## config.mk

```make
export PLATFORM = sky130hd
export DESIGN_NAME = flash_host
export DESIGN_NICKNAME = d
export VERILOG_FILES = /design/src/core/flash_host_pkg.sv /design/src/core/flash_cycle.sv /design/src/core/flash_host.sv
export SDC_FILE = /design/constraint.sdc
export NUM_CORES = 1
export LEC_CHECK = 0
export BUFFER_PORTS_ARGS = -buffer_cell sky130_fd_sc_hd__clkbuf_2
export CORE_UTILIZATION = 50
export CTS_CLUSTER_SIZE = 24
export DETAILED_ROUTE_END_ITERATION = 12
export MAX_ROUTING_LAYER = met4
export PLACE_DENSITY = 0.72
export SYNTH_ARGS = -nofsm -noshare
export SYNTH_HDL_FRONTEND = slang
export SYNTH_SLANG_ARGS = --single-unit
```

## constraint.sdc

```tcl
create_clock -name pclk -period 3.7 [get_ports pclk]
set_clock_uncertainty 0.2 [all_clocks]
set_input_delay 0.555 -clock pclk [delete_from_list [all_inputs] [get_ports pclk]]
set_output_delay 0.555 -clock pclk [all_outputs]
set_load 0.01 [all_outputs]
```

## src/core/flash_host_pkg.sv

```systemverilog
// constants, types and layouts shared by the flash status-polling controller
// Notes on behaviour
// - host reads twice in a row; unchanged toggle bit means finished
// - still toggling: check timeout flag, recheck, then issue reset command
// - after an erase timeout host issues reset before further operations
// - host reads erase window flag before and after each extra sector command
// - write needs chip select and write strobe low with output enable high
// - each extra sector write starts within 30 us of the last strobe rise
package flash_host_pkg;
   localparam int CLK_MHZ          = 100;
   localparam int SETUP_NS         = 10;
   localparam int PULSE_NS         = 50;
   localparam int HOLD_NS          = 20;
   localparam int GLITCH_NS        = 5;
   localparam int SECTOR_WINDOW_US = 30;
   localparam int SETUP_CYC  = (SETUP_NS * CLK_MHZ + 999) / 1000;
   localparam int PULSE_CYC  = (PULSE_NS * CLK_MHZ + 999) / 1000;
   localparam int HOLD_CYC   = (HOLD_NS * CLK_MHZ + 999) / 1000;
   localparam int GLITCH_CYC = (GLITCH_NS * CLK_MHZ + 999) / 1000;
   localparam int WINDOW_CYC = SECTOR_WINDOW_US * CLK_MHZ;
   localparam int SYNC_CYC   = 2;
   localparam int WIN_MARGIN = 2 * SETUP_CYC + PULSE_CYC + HOLD_CYC + SYNC_CYC + 4;
   localparam int ADDR_W     = 18;

   localparam logic [11:0] OFS_CTRL   = 12'h000;
   localparam logic [11:0] OFS_ADDR   = 12'h004;
   localparam logic [11:0] OFS_DATA   = 12'h008;
   localparam logic [11:0] OFS_STATUS = 12'h00C;
   localparam logic [11:0] OFS_RDATA  = 12'h010;

   localparam int CTRL_GO    = 8;
   localparam int ST_BUSY    = 0;
   localparam int ST_OK      = 1;
   localparam int ST_FAIL    = 2;
   localparam int ST_REJECT  = 3;
   localparam int ST_WINOPEN = 4;
   localparam int ST_BYTE    = 8;

   localparam int POLLING_BIT       = 7;
   localparam int TOGGLE_BIT_ONE    = 6;
   localparam int TIMEOUT_FLAG      = 5;
   localparam int ERASE_WINDOW_FLAG = 3;
   localparam int TOGGLE_BIT_TWO    = 2;

   localparam logic [7:0]        CMD_UNLOCK1      = 8'hAA;
   localparam logic [7:0]        CMD_UNLOCK2      = 8'h55;
   localparam logic [7:0]        CMD_PROGRAM      = 8'hA0;
   localparam logic [7:0]        CMD_ERASE_SETUP  = 8'h80;
   localparam logic [7:0]        CMD_SECTOR_ERASE = 8'h30;
   localparam logic [7:0]        CMD_RESET        = 8'hF0;
   localparam logic [ADDR_W-1:0] UNLOCK_ADDR1     = 18'h00555;
   localparam logic [ADDR_W-1:0] UNLOCK_ADDR2     = 18'h002AA;
   localparam logic [2:0]        LAST_PROGRAM     = 3'h3;
   localparam logic [2:0]        LAST_ERASE       = 3'h5;

   typedef enum logic [2:0] {
      OP_NONE, OP_PROGRAM, OP_ERASE, OP_ADD_SECTOR, OP_POLL, OP_RESET, OP_READ
   } op_t;

   typedef struct packed {
      logic              ce_n;
      logic              oe_n;
      logic              we_n;
      logic [ADDR_W-1:0] addr;
      logic [7:0]        dq_o;
      logic              dq_oe;
   } flash_pins_t;

   typedef struct packed {
      logic              wr;
      logic [ADDR_W-1:0] addr;
      logic [7:0]        data;
   } cycle_req_t;
endpackage

```

## src/core/flash_cycle.sv

```systemverilog
// one asynchronous flash bus cycle, read or write, from a held request
`timescale 1ns/1ns
module flash_cycle #(
   parameter int SETUP  = flash_host_pkg::SETUP_CYC,
   parameter int PULSE  = flash_host_pkg::PULSE_CYC,
   parameter int HOLD   = flash_host_pkg::HOLD_CYC
) (
   input  wire logic                       pclk,
   input  wire logic                       presetn,
   input  wire logic                       go,
   input  flash_host_pkg::cycle_req_t      req,
   output flash_host_pkg::flash_pins_t     pins,
   input  wire logic [7:0]                 flash_dq_i,
   output logic [7:0]                      rdata,
   output logic                            done
);
   import flash_host_pkg::*;

   if (SETUP < 1 || HOLD < 1 || PULSE <= GLITCH_CYC || PULSE + SYNC_CYC > 255) begin : g_chk
      $error("flash_cycle: timing counts out of range");
   end

   typedef enum {C_IDLE, C_SETUP, C_ACTIVE, C_HOLD} cyc_state_t;
   cyc_state_t state;
   logic [7:0] cnt;
   logic [7:0] dq_meta;
   logic [7:0] dq_sync;
   logic       wr_q;

   // read strobe is stretched so the synchronised data has settled
   wire logic [7:0] active_len = wr_q ? 8'(PULSE - 1) : 8'(PULSE + SYNC_CYC - 1);
   wire logic       cnt_zero   = (cnt == 8'h00);

   always_ff @(posedge pclk or negedge presetn) begin
      if (!presetn) begin
         dq_meta <= 8'h00;
         dq_sync <= 8'h00;
      end else begin
         dq_meta <= flash_dq_i;
         dq_sync <= dq_meta;
      end
   end

   always_ff @(posedge pclk or negedge presetn) begin
      if (!presetn) begin
         state <= C_IDLE;
         cnt   <= 8'h00;
         wr_q  <= 1'b0;
         done  <= 1'b0;
         rdata <= 8'h00;
         pins  <= '{ce_n: 1'b1, oe_n: 1'b1, we_n: 1'b1, default: '0};
      end else begin
         done <= 1'b0;
         case (state)
            C_IDLE: begin
               if (go && !done) begin
                  pins.addr  <= req.addr;
                  pins.dq_o  <= req.data;
                  pins.dq_oe <= req.wr;
                  pins.ce_n  <= 1'b0;
                  wr_q       <= req.wr;
                  cnt        <= 8'(SETUP - 1);
                  state      <= C_SETUP;
               end
            end
            C_SETUP: begin
               if (cnt_zero) begin
                  pins.we_n <= !wr_q;
                  pins.oe_n <= wr_q;
                  cnt       <= active_len;
                  state     <= C_ACTIVE;
               end else begin
                  cnt <= cnt - 8'h01;
               end
            end
            C_ACTIVE: begin
               if (cnt_zero) begin
                  pins.we_n <= 1'b1;
                  pins.oe_n <= 1'b1;
                  if (!wr_q) begin
                     rdata <= dq_sync;
                  end
                  cnt   <= 8'(HOLD - 1);
                  state <= C_HOLD;
               end else begin
                  cnt <= cnt - 8'h01;
               end
            end
            C_HOLD: begin
               if (cnt_zero) begin
                  pins.ce_n  <= 1'b1;
                  pins.dq_oe <= 1'b0;
                  done       <= 1'b1;
                  state      <= C_IDLE;
               end else begin
                  cnt <= cnt - 8'h01;
               end
            end
            default: state <= C_IDLE;
         endcase
      end
   end
endmodule

```

## src/core/flash_host.sv

```systemverilog
// apb-driven flash command and status-polling controller
//
// Added by the designer: the address map and the APB interface to the registers.
`timescale 1ns/1ns
module flash_host (
   input  wire logic                   pclk,
   input  wire logic                   presetn,
   input  wire logic                   psel,
   input  wire logic                   penable,
   input  wire logic                   pwrite,
   input  wire logic [11:0]            paddr,
   input  wire logic [31:0]            pwdata,
   output logic [31:0]                 prdata,
   output logic                        pready,
   output logic                        pslverr,
   output flash_host_pkg::flash_pins_t flash_pins,
   input  wire logic [7:0]             flash_dq_i
);
   import flash_host_pkg::*;

   typedef enum {
      M_IDLE, M_WRITE, M_POLL_A, M_POLL_B, M_RCHK_A, M_RCHK_B,
      M_ADD_PRE, M_ADD_WR, M_ADD_POST, M_READ
   } main_state_t;

   main_state_t       state;
   op_t               op;
   logic [2:0]        step;
   logic              first_tog;
   logic              ok;
   logic              fail;
   logic              reject;
   logic [7:0]        last_byte;
   logic [7:0]        rd_byte;
   logic [ADDR_W-1:0] tgt_addr;
   logic [7:0]        tgt_data;
   logic [11:0]       win_cnt;
   logic [3:0]        wr_seen;
   cycle_req_t        creq;
   logic [7:0]        cyc_rdata;
   logic              cyc_done;

   // apb decode
   wire logic setup_ph  = psel && !penable;
   wire logic access_wr = psel && penable && pwrite && !pslverr;
   wire logic hit_ctrl  = (paddr == OFS_CTRL);
   wire logic hit_addr  = (paddr == OFS_ADDR);
   wire logic hit_data  = (paddr == OFS_DATA);
   wire logic hit_stat  = (paddr == OFS_STATUS);
   wire logic hit_rdat  = (paddr == OFS_RDATA);
   wire logic hit_any   = hit_ctrl | hit_addr | hit_data | hit_stat | hit_rdat;
   wire logic busy      = (state != M_IDLE);
   wire op_t  new_op    = op_t'(pwdata[2:0]);
   wire logic go_cmd    = access_wr && hit_ctrl && pwdata[CTRL_GO] && !busy
                          && (new_op != OP_NONE);

   // sector-load window measured from the last write strobe rise
   wire logic win_open  = (32'(win_cnt) + WIN_MARGIN) < WINDOW_CYC;

   wire logic [31:0] status_word =
        (32'(busy)     << ST_BUSY)   | (32'(ok)       << ST_OK)
      | (32'(fail)     << ST_FAIL)   | (32'(reject)   << ST_REJECT)
      | (32'(win_open) << ST_WINOPEN) | (32'(last_byte) << ST_BYTE);

   wire logic [31:0] read_mux =
        hit_ctrl ? {29'h0, op}     : hit_addr ? 32'(tgt_addr)
      : hit_data ? 32'(tgt_data)   : hit_stat ? status_word
      : hit_rdat ? 32'(rd_byte)    : 32'h0000_0000;

   always_ff @(posedge pclk or negedge presetn) begin
      if (!presetn) begin
         prdata  <= 32'h0000_0000;
         pslverr <= 1'b0;
         pready  <= 1'b0;
      end else begin
         pready <= 1'b1;
         if (setup_ph) begin
            prdata  <= pwrite ? 32'h0000_0000 : read_mux;
            pslverr <= !hit_any;
         end
      end
   end

   always_ff @(posedge pclk or negedge presetn) begin
      if (!presetn) begin
         tgt_addr <= '0;
         tgt_data <= 8'h00;
      end else if (access_wr && !busy) begin
         if (hit_addr) tgt_addr <= pwdata[ADDR_W-1:0];
         if (hit_data) tgt_data <= pwdata[7:0];
      end
   end

   // command sequence table
   wire logic [2:0] seq_last = (op == OP_PROGRAM) ? LAST_PROGRAM
                             : (op == OP_ERASE)   ? LAST_ERASE : 3'h0;
   wire logic       seq_tgt  = (step == seq_last) && (op != OP_RESET);
   wire logic       seq_u2   = (step == 3'h1) || (step == 3'h4);
   wire logic [ADDR_W-1:0] seq_addr = seq_tgt ? tgt_addr
                                    : seq_u2  ? UNLOCK_ADDR2 : UNLOCK_ADDR1;
   logic [7:0] seq_data;
   always_comb begin
      seq_data = CMD_UNLOCK1;
      if (op == OP_RESET) begin
         seq_data = CMD_RESET;
      end else if (seq_u2) begin
         seq_data = CMD_UNLOCK2;
      end else if (op == OP_PROGRAM && step == 3'h2) begin
         seq_data = CMD_PROGRAM;
      end else if (op == OP_PROGRAM && seq_tgt) begin
         seq_data = tgt_data;
      end else if (op == OP_ERASE && step == 3'h2) begin
         seq_data = CMD_ERASE_SETUP;
      end else if (op == OP_ERASE && seq_tgt) begin
         seq_data = CMD_SECTOR_ERASE;
      end
   end

   wire logic is_wr   = (state == M_WRITE) || (state == M_ADD_WR);
   wire logic tog_now = cyc_rdata[TOGGLE_BIT_ONE];
   wire logic tog_eq  = (tog_now == first_tog);
   wire logic to_flag = cyc_rdata[TIMEOUT_FLAG];
   wire logic win_flg = cyc_rdata[ERASE_WINDOW_FLAG];

   assign creq.wr   = is_wr;
   assign creq.addr = (state == M_WRITE) ? seq_addr : tgt_addr;
   assign creq.data = (state == M_WRITE) ? seq_data : CMD_SECTOR_ERASE;

   flash_cycle u_cycle (
      .pclk       (pclk),
      .presetn    (presetn),
      .go         (busy),
      .req        (creq),
      .pins       (flash_pins),
      .flash_dq_i (flash_dq_i),
      .rdata      (cyc_rdata),
      .done       (cyc_done)
   );

   always_ff @(posedge pclk or negedge presetn) begin
      if (!presetn) begin
         win_cnt <= 12'(WINDOW_CYC);
      end else if (cyc_done && is_wr) begin
         win_cnt <= 12'h000;
      end else if (32'(win_cnt) < WINDOW_CYC) begin
         win_cnt <= win_cnt + 12'h001;
      end
   end

   always_ff @(posedge pclk or negedge presetn) begin
      if (!presetn) begin
         last_byte <= 8'h00;
         rd_byte   <= 8'h00;
      end else if (cyc_done && !is_wr) begin
         last_byte <= cyc_rdata;
         if (state == M_READ) rd_byte <= cyc_rdata;
      end
   end

   always_ff @(posedge pclk or negedge presetn) begin
      if (!presetn) begin
         state     <= M_IDLE;
         op        <= OP_NONE;
         step      <= 3'h0;
         first_tog <= 1'b0;
         ok        <= 1'b0;
         fail      <= 1'b0;
         reject    <= 1'b0;
      end else if (go_cmd) begin
         op     <= new_op;
         step   <= 3'h0;
         ok     <= 1'b0;
         fail   <= 1'b0;
         reject <= 1'b0;
         case (new_op)
            OP_ADD_SECTOR: state <= M_ADD_PRE;
            OP_POLL:       state <= M_POLL_A;
            OP_READ:       state <= M_READ;
            default:       state <= M_WRITE;
         endcase
      end else if (cyc_done) begin
         case (state)
            M_WRITE: begin
               if (step != seq_last) begin
                  step <= step + 3'h1;
               end else if (op == OP_PROGRAM) begin
                  state <= M_POLL_A;
               end else begin
                  // erase returns at once so extra sectors can still be loaded
                  ok    <= !fail;
                  state <= M_IDLE;
               end
            end
            M_POLL_A: begin
               first_tog <= tog_now;
               state     <= M_POLL_B;
            end
            M_POLL_B: begin
               first_tog <= tog_now;
               if (tog_eq) begin
                  ok    <= 1'b1;
                  state <= M_IDLE;
               end else if (to_flag) begin
                  state <= M_RCHK_A;
               end else begin
                  state <= M_POLL_A;
               end
            end
            M_RCHK_A: begin
               first_tog <= tog_now;
               state     <= M_RCHK_B;
            end
            M_RCHK_B: begin
               if (tog_eq) begin
                  ok    <= 1'b1;
                  state <= M_IDLE;
               end else begin
                  fail  <= 1'b1;
                  op    <= OP_RESET;
                  step  <= 3'h0;
                  state <= M_WRITE;
               end
            end
            M_ADD_PRE: begin
               // erase already running or window nearly shut: do not write
               if (win_flg || !win_open) begin
                  reject <= 1'b1;
                  state  <= M_IDLE;
               end else begin
                  state <= M_ADD_WR;
               end
            end
            M_ADD_WR: state <= M_ADD_POST;
            M_ADD_POST: begin
               reject <= win_flg;
               ok     <= !win_flg;
               state  <= M_IDLE;
            end
            M_READ: begin
               ok    <= 1'b1;
               state <= M_IDLE;
            end
            default: state <= M_IDLE;
         endcase
      end
   end

   // helper: write strobes completed since the command started
   always_ff @(posedge pclk or negedge presetn) begin
      if (!presetn) begin
         wr_seen <= 4'h0;
      end else if (go_cmd) begin
         wr_seen <= 4'h0;
      end else if (cyc_done && is_wr) begin
         wr_seen <= wr_seen + 4'h1;
      end
   end
endmodule

```

* After elaboration in Yosys (flattened, before gate mapping)
Cells that the tools add are included.
** Storage, ports and cells
- Flip-flop bits (word level) :: 226
- Output and inout bits :: 64
- Word-level logic and storage cells :: 225
** Operators by class
- Bitwise gates (word level) :: 11
- Reductions and logical operators :: 61
- Multiplexer cells :: 75
- Add/sub/neg operators :: 4
- Order comparisons :: 2
- Equality and inequality tests :: 44
** Operator list (number)
- 32-bit 2-to-1 mux :: 7
- 32-bit case mux with 7 select lines :: 1
- 32-bit by 2-bit == test with 1-bit output, second input constant :: 5
- 32-bit by 3-bit == test with 1-bit output, second input constant :: 4
- 32-bit case mux with 4 select lines :: 1
- 32-bit by 4-bit == test with 1-bit output, second input constant :: 3
- 8-bit 2-to-1 mux :: 12
- 18-bit 2-to-1 mux :: 5
- 32-bit by 1-bit == test with 1-bit output, second input constant :: 2
- 3-bit 2-to-1 mux :: 13
- 32-bit by 5-bit == test with 1-bit output, second input constant :: 1
- 32-bit zero test :: 1
- 16-bit 2-to-1 mux :: 2
- 8-bit case mux with 4 select lines :: 1
- 32-bit nonzero test :: 1
- 12-bit by 4-bit == test with 1-bit output, second input constant :: 2
- 12-bit 2-to-1 mux :: 2
- 3-bit AND reduction :: 7
- 1-bit 2-to-1 mux :: 19
- 3-bit != test, second input constant :: 6
- 1-bit logical AND :: 17
- 5-bit by 16-bit OR with 16-bit output :: 1
- 12-bit by 4-bit adder with 13-bit output, second input constant :: 1
- 13-bit by 12-bit < comparator with 1-bit output, second input constant :: 1
- 41 further kinds :: 82

* Logic depth before layout (Yosys ltp)
- Depth in word-level cells :: 13
- Depth in mapped cells :: 9

* Cells and area by module
A second synthesis with hierarchy kept.
** Second synthesis, totals
- Cells, all modules :: 736
- Area total of the unflattened synthesis :: 7678.6 um^2
** By module, submodules not included
- flash_host :: area an instance 4969.8 um^2, cells an instance 535, times used 1, sequential area each 2210.9 um^2
- flash_cycle :: area an instance 2708.8 um^2, cells an instance 201, times used 1, sequential area each 1655.3 um^2

* Least setup slack after synthesis
Ideal clock, no wire load.
- Kind :: input to register
- From :: in paddr[9]
- To :: reg tgt_addr[10]
- Cell stages on the path :: 6
- Path slack :: 0.749 ns
- Buffers on the path :: 2
- Data required time :: 3.375 ns
- Arrival time :: 2.625 ns
- Path through :: or4_4 -> or3_1 -> buf_6 -> nor4_4 -> buf_6 -> mux2_4
** Between the ends
- Cells in the longest elaborated chain, start to end :: 2
** RTL lines
- start, declared :: line flash_host.sv:11 : input wire logic [11:0] paddr,
- 12-bit by 3-bit == test with 1-bit output :: line flash_host.sv:47 : wire logic hit_addr = (paddr == OFS_ADDR);
- 2-bit AND reduction (no source line)
- end signal, assigned :: line flash_host.sv:89 : if (hit_addr) tgt_addr <= pwdata[ADDR_W-1:0];
- end, declared :: line flash_host.sv:35 : logic [ADDR_W-1:0] tgt_addr;
Every way passes these cells.
A chain may end at the register's enable or synchronous reset.

* Final worst setup path
- From :: reg state[1]
- To :: reg state[0]
** Between the ends
- Cells in the longest elaborated chain, start to end :: 6
- Elaborated cells on any way between the ends :: 17
- Classes of those cells :: 8 x eq/ne; 3 x mux; 6 x reduce/logical
** RTL lines
- start, declared :: line flash_host.sv:26 : main_state_t state;
- start signal, assigned :: line flash_host.sv:162 : state <= M_IDLE;
- start signal, assigned :: line flash_host.sv:176 : OP_ADD_SECTOR: state <= M_ADD_PRE;
- start signal, assigned :: line flash_host.sv:177 : OP_POLL: state <= M_POLL_A;
- branches (longest 6 deep; another with 32-bit by 3-bit == test with 1-bit output)
Several ways; the timed one is not identified. The select of a mux whose other input is x is not followed.

==> run metrics <==
highest metal used met4; Synth Register Bits 154; CP Capture Type flop; worst-path fanout max 14; synthesized area 7510 µm²; Highest Clock Rate 0.335 GHz; Setup crit start kind flop; Area contributors post-synth dfrtp_1, mux2_2, nand2_1; die height 125 µm; Syn-to-layout area delta 16.2%; Yosys warnings 0; Hold Vio Cnt, Final 0; Die W 125 µm; WL met2 8490 µm; clock power share 30.2%; Sw Pwr 2.05 mW; DRT antenna net count 0; ys async rst share 100%; area of the core 14,600 µm²; fin crit period 2.98 ns; worst-case clock buffer depth 2; H-tree depth reported by CTS 4; Post-CTS Setup Bufs 0; Distinct cells, synth 63; Post-synth EDFFs 0; CTS buffer count 17; # fillers 1,189; Via Count 5,970; RSZ-0062 raised after global routing no; number of max-cap violations 0; wire length on met1 7880 µm; Congestion Overflow GR 0; Std-Cell Rows 44; Cell Pwr Density 660 nW/µm²; P_int 3.71 mW; Antenna diodes 0; Port Buffers 92; Mapped Avg Cell Area 9.96 µm²; TritonRoute pass-1 iters 7; most frequent cells in the layout dfrtp_1, nand2_1, clkbuf_2, nor2_1, o21ai_0; first-pass GRT wire length 29,600 µm; DRC 0; worst setup path class flop to flop; placed instance count 1,010; Slew HR 30.4%; CTS resizes 0; switching power share of the total 35.6%; Via density 5.72; vias in the first global route 5,815; nets@finish 915; CTS tree built; post-synth top area cell dfrtp_1; Starting Density 51.5%; Logic pwr share 29.1%; worst hold path class input pin to flop; total routed wirelength 17,700 µm; commonest non-fill, non-tap cell in the layout dfrtp_1; Max IR drop VDD 0.456 mV; proportion of layout cells with a drive suffix above 1 23.5%; total track usage 24.6%; metal3 WL 969 µm; Root Buffer clkbuf_16; main flop type after synthesis dfrtp_1; DRT iter0 DRCs 532; Clock Pin Slew Worst Setup and Hold Paths 0.06 ns; final worst path period share 80.6%; clk_lat worst skew 0.42 ns; final slew viol count 0; Post-Synthesis Cells 754; initial antenna violation count 0; Least-Margin Pin Slew 1.04 ns; Req. time, crit path 3.77 ns; status finished, final reports clean; setup TNS 0 ns; routed len/inst 17.0 µm; clock sink count 154; part of the power in registers 40.7%; leakage 4.03 nW; sequential fraction of the synthesis area 51.5%; largest net degree at the start of global routing 69; boundary pin count 121; Yosys top cell area share 48.0%; Die ar. 15,500 µm²; routability cong. 0.977; Cell Count, Final, Fillers Out 1,043; CP Data Arrival Time 3.06 ns; # setup viols final 0; Post-DP HPWL 12,900 µm
worst max-delay path, cell delays in order, from the launching register on:
cell and delay, ns:
dfrtp_1 0.54, nor4_2 0.50, nand4_1 0.38, nor3_1 0.28, buf_4 0.22, o22ai_1 0.12, a222oi_1 0.42, o21ai_0 0.17
cell usage after synthesis (3+ instances only):
| cell type | n |
|---|---|
| nand4_1 | 6 |
| o32ai_1 | 4 |
| nor2_1 | 67 |
| nor4_1 | 8 |
| a22oi_1 | 14 |
| buf_4 | 15 |
| o21a_1 | 4 |
| nand2b_1 | 12 |
| xor2_1 | 7 |
| a31oi_1 | 15 |
| nand3_1 | 15 |
| inv_1 | 25 |
| o32a_1 | 3 |
| o21ai_0 | 66 |
| a21o_1 | 3 |
| xnor2_1 | 8 |
| or4_1 | 4 |
| o22ai_1 | 6 |
| dfstp_2 | 10 |
| dfrtp_1 | 144 |
| mux2_2 | 40 |
| nor3_1 | 16 |
| nor2b_1 | 15 |
| mux2_4 | 8 |
| o22a_1 | 5 |
| and3_1 | 4 |
| a21oi_1 | 34 |
| o31ai_1 | 6 |
| clkbuf_1 | 28 |
| a22o_1 | 7 |
| or3_1 | 6 |
| nand2_1 | 97 |
| ha_1 | 12 |
through the flow:
| stage | setup slack [ns] | hold slack (ns) | util, % | cell area, µm² | power, mW |
|---|---|---|---|---|---|
| after floorplan | 0.749 | 0.0594 | - | 7560 | 3.52 |
| after global placement | 0.601 | 0.132 | 55.7 | 8120 | 3.94 |
| after detailed placement | 0.577 | 0.136 | 55.7 | 8120 | 4.02 |
| after CTS | 0.767 | 0.0287 | 59.8 | 8730 | 5.77 |
| after global routing | 0.567 | 0.0243 | 59.8 | 8730 | 6.11 |
| final | 0.719 | 0.0404 | 59.8 | 8730 | 5.76 |
layout make-up:
type	instances	area, µm²	area share (%)
Tap cell	184	230	2.64
Multi-Input combinational cell	542	3350	38.4
Sequential cell	154	3870	44.3
Clock inverter	14	158	1.81
Clock buffer	18	439	5.03
Timing Repair Buffer	106	587	6.72
Inverter	25	93.8	1.08
state kept, by name, indices dropped and copies added, names as in the netlist, 2 cells and up:
signal           flops
rd_byte              8
last_byte            8
state                4
prdata              18
tgt_addr            18
win_cnt             12
tgt_data             8
op                   3
u_cycle.cnt          8
u_cycle.pins        30
u_cycle.dq_meta      8
step                 3
u_cycle.dq_sync      8
u_cycle.state        2
u_cycle.rdata        8
final timing paths:
| path | from | to | slack [ns] | cells after the start |
|---|---|---|---|---|
| worst max-delay path | state[1] | state[0] | 0.72 | 7 |
| worst max register to register | state[1] | state[0] | 0.72 | 7 |
| max in group asynchronous | presetn | prdata[11] | 2.00 | 3 |
| worst min-delay path | flash_dq_i[5] | u_cycle.dq_meta[5] | 0.04 | 1 |
| min in group asynchronous | presetn | step[1] | 0.48 | 2 |
| worst min register to register | u_cycle.dq_meta[7] | u_cycle.dq_sync[7] | 0.15 | 0 |
metal layers:
| layer | up-vias | global-route usage [%] |
|---|---|---|
| met1 | 2889 | 32.5 |
| met5 | - | - |
| met2 | 216 | 37.8 |
| li1 | 2828 | - |
| met4 | 0 | 7.94 |
| met3 | 37 | 5.37 |
cells by family after synthesis:
| logic type | synth area share, % |
|---|---|
| AO/OA/AOI/OAI | 15.1 |
| XOR/XNOR | 1.75 |
| adder cells (fa/ha/maj) | 2.00 |
| buffers and inverters | 4.51 |
| flip-flops | 51.5 |
| multiplexers | 7.60 |
| other | 0.100 |
| AND/OR/NAND/NOR | 17.4 |
power by group through the flow:
stage	Clock [mW]	Sequential, mW	Combinational, mW
floorplan	0	2.25	1.26
global placement	0	2.35	1.59
detailed placement	0	2.37	1.66
CTS	1.76	2.34	1.67
global route	1.84	2.40	1.88
finish	1.74	2.34	1.67
timing repair:
action	CTS	global route
endpoints found under the hold margin	49	0
setup endpoints to repair	0	0
hold buffers	1	0
Note: power is estimated with default switching activity, not from simulation.
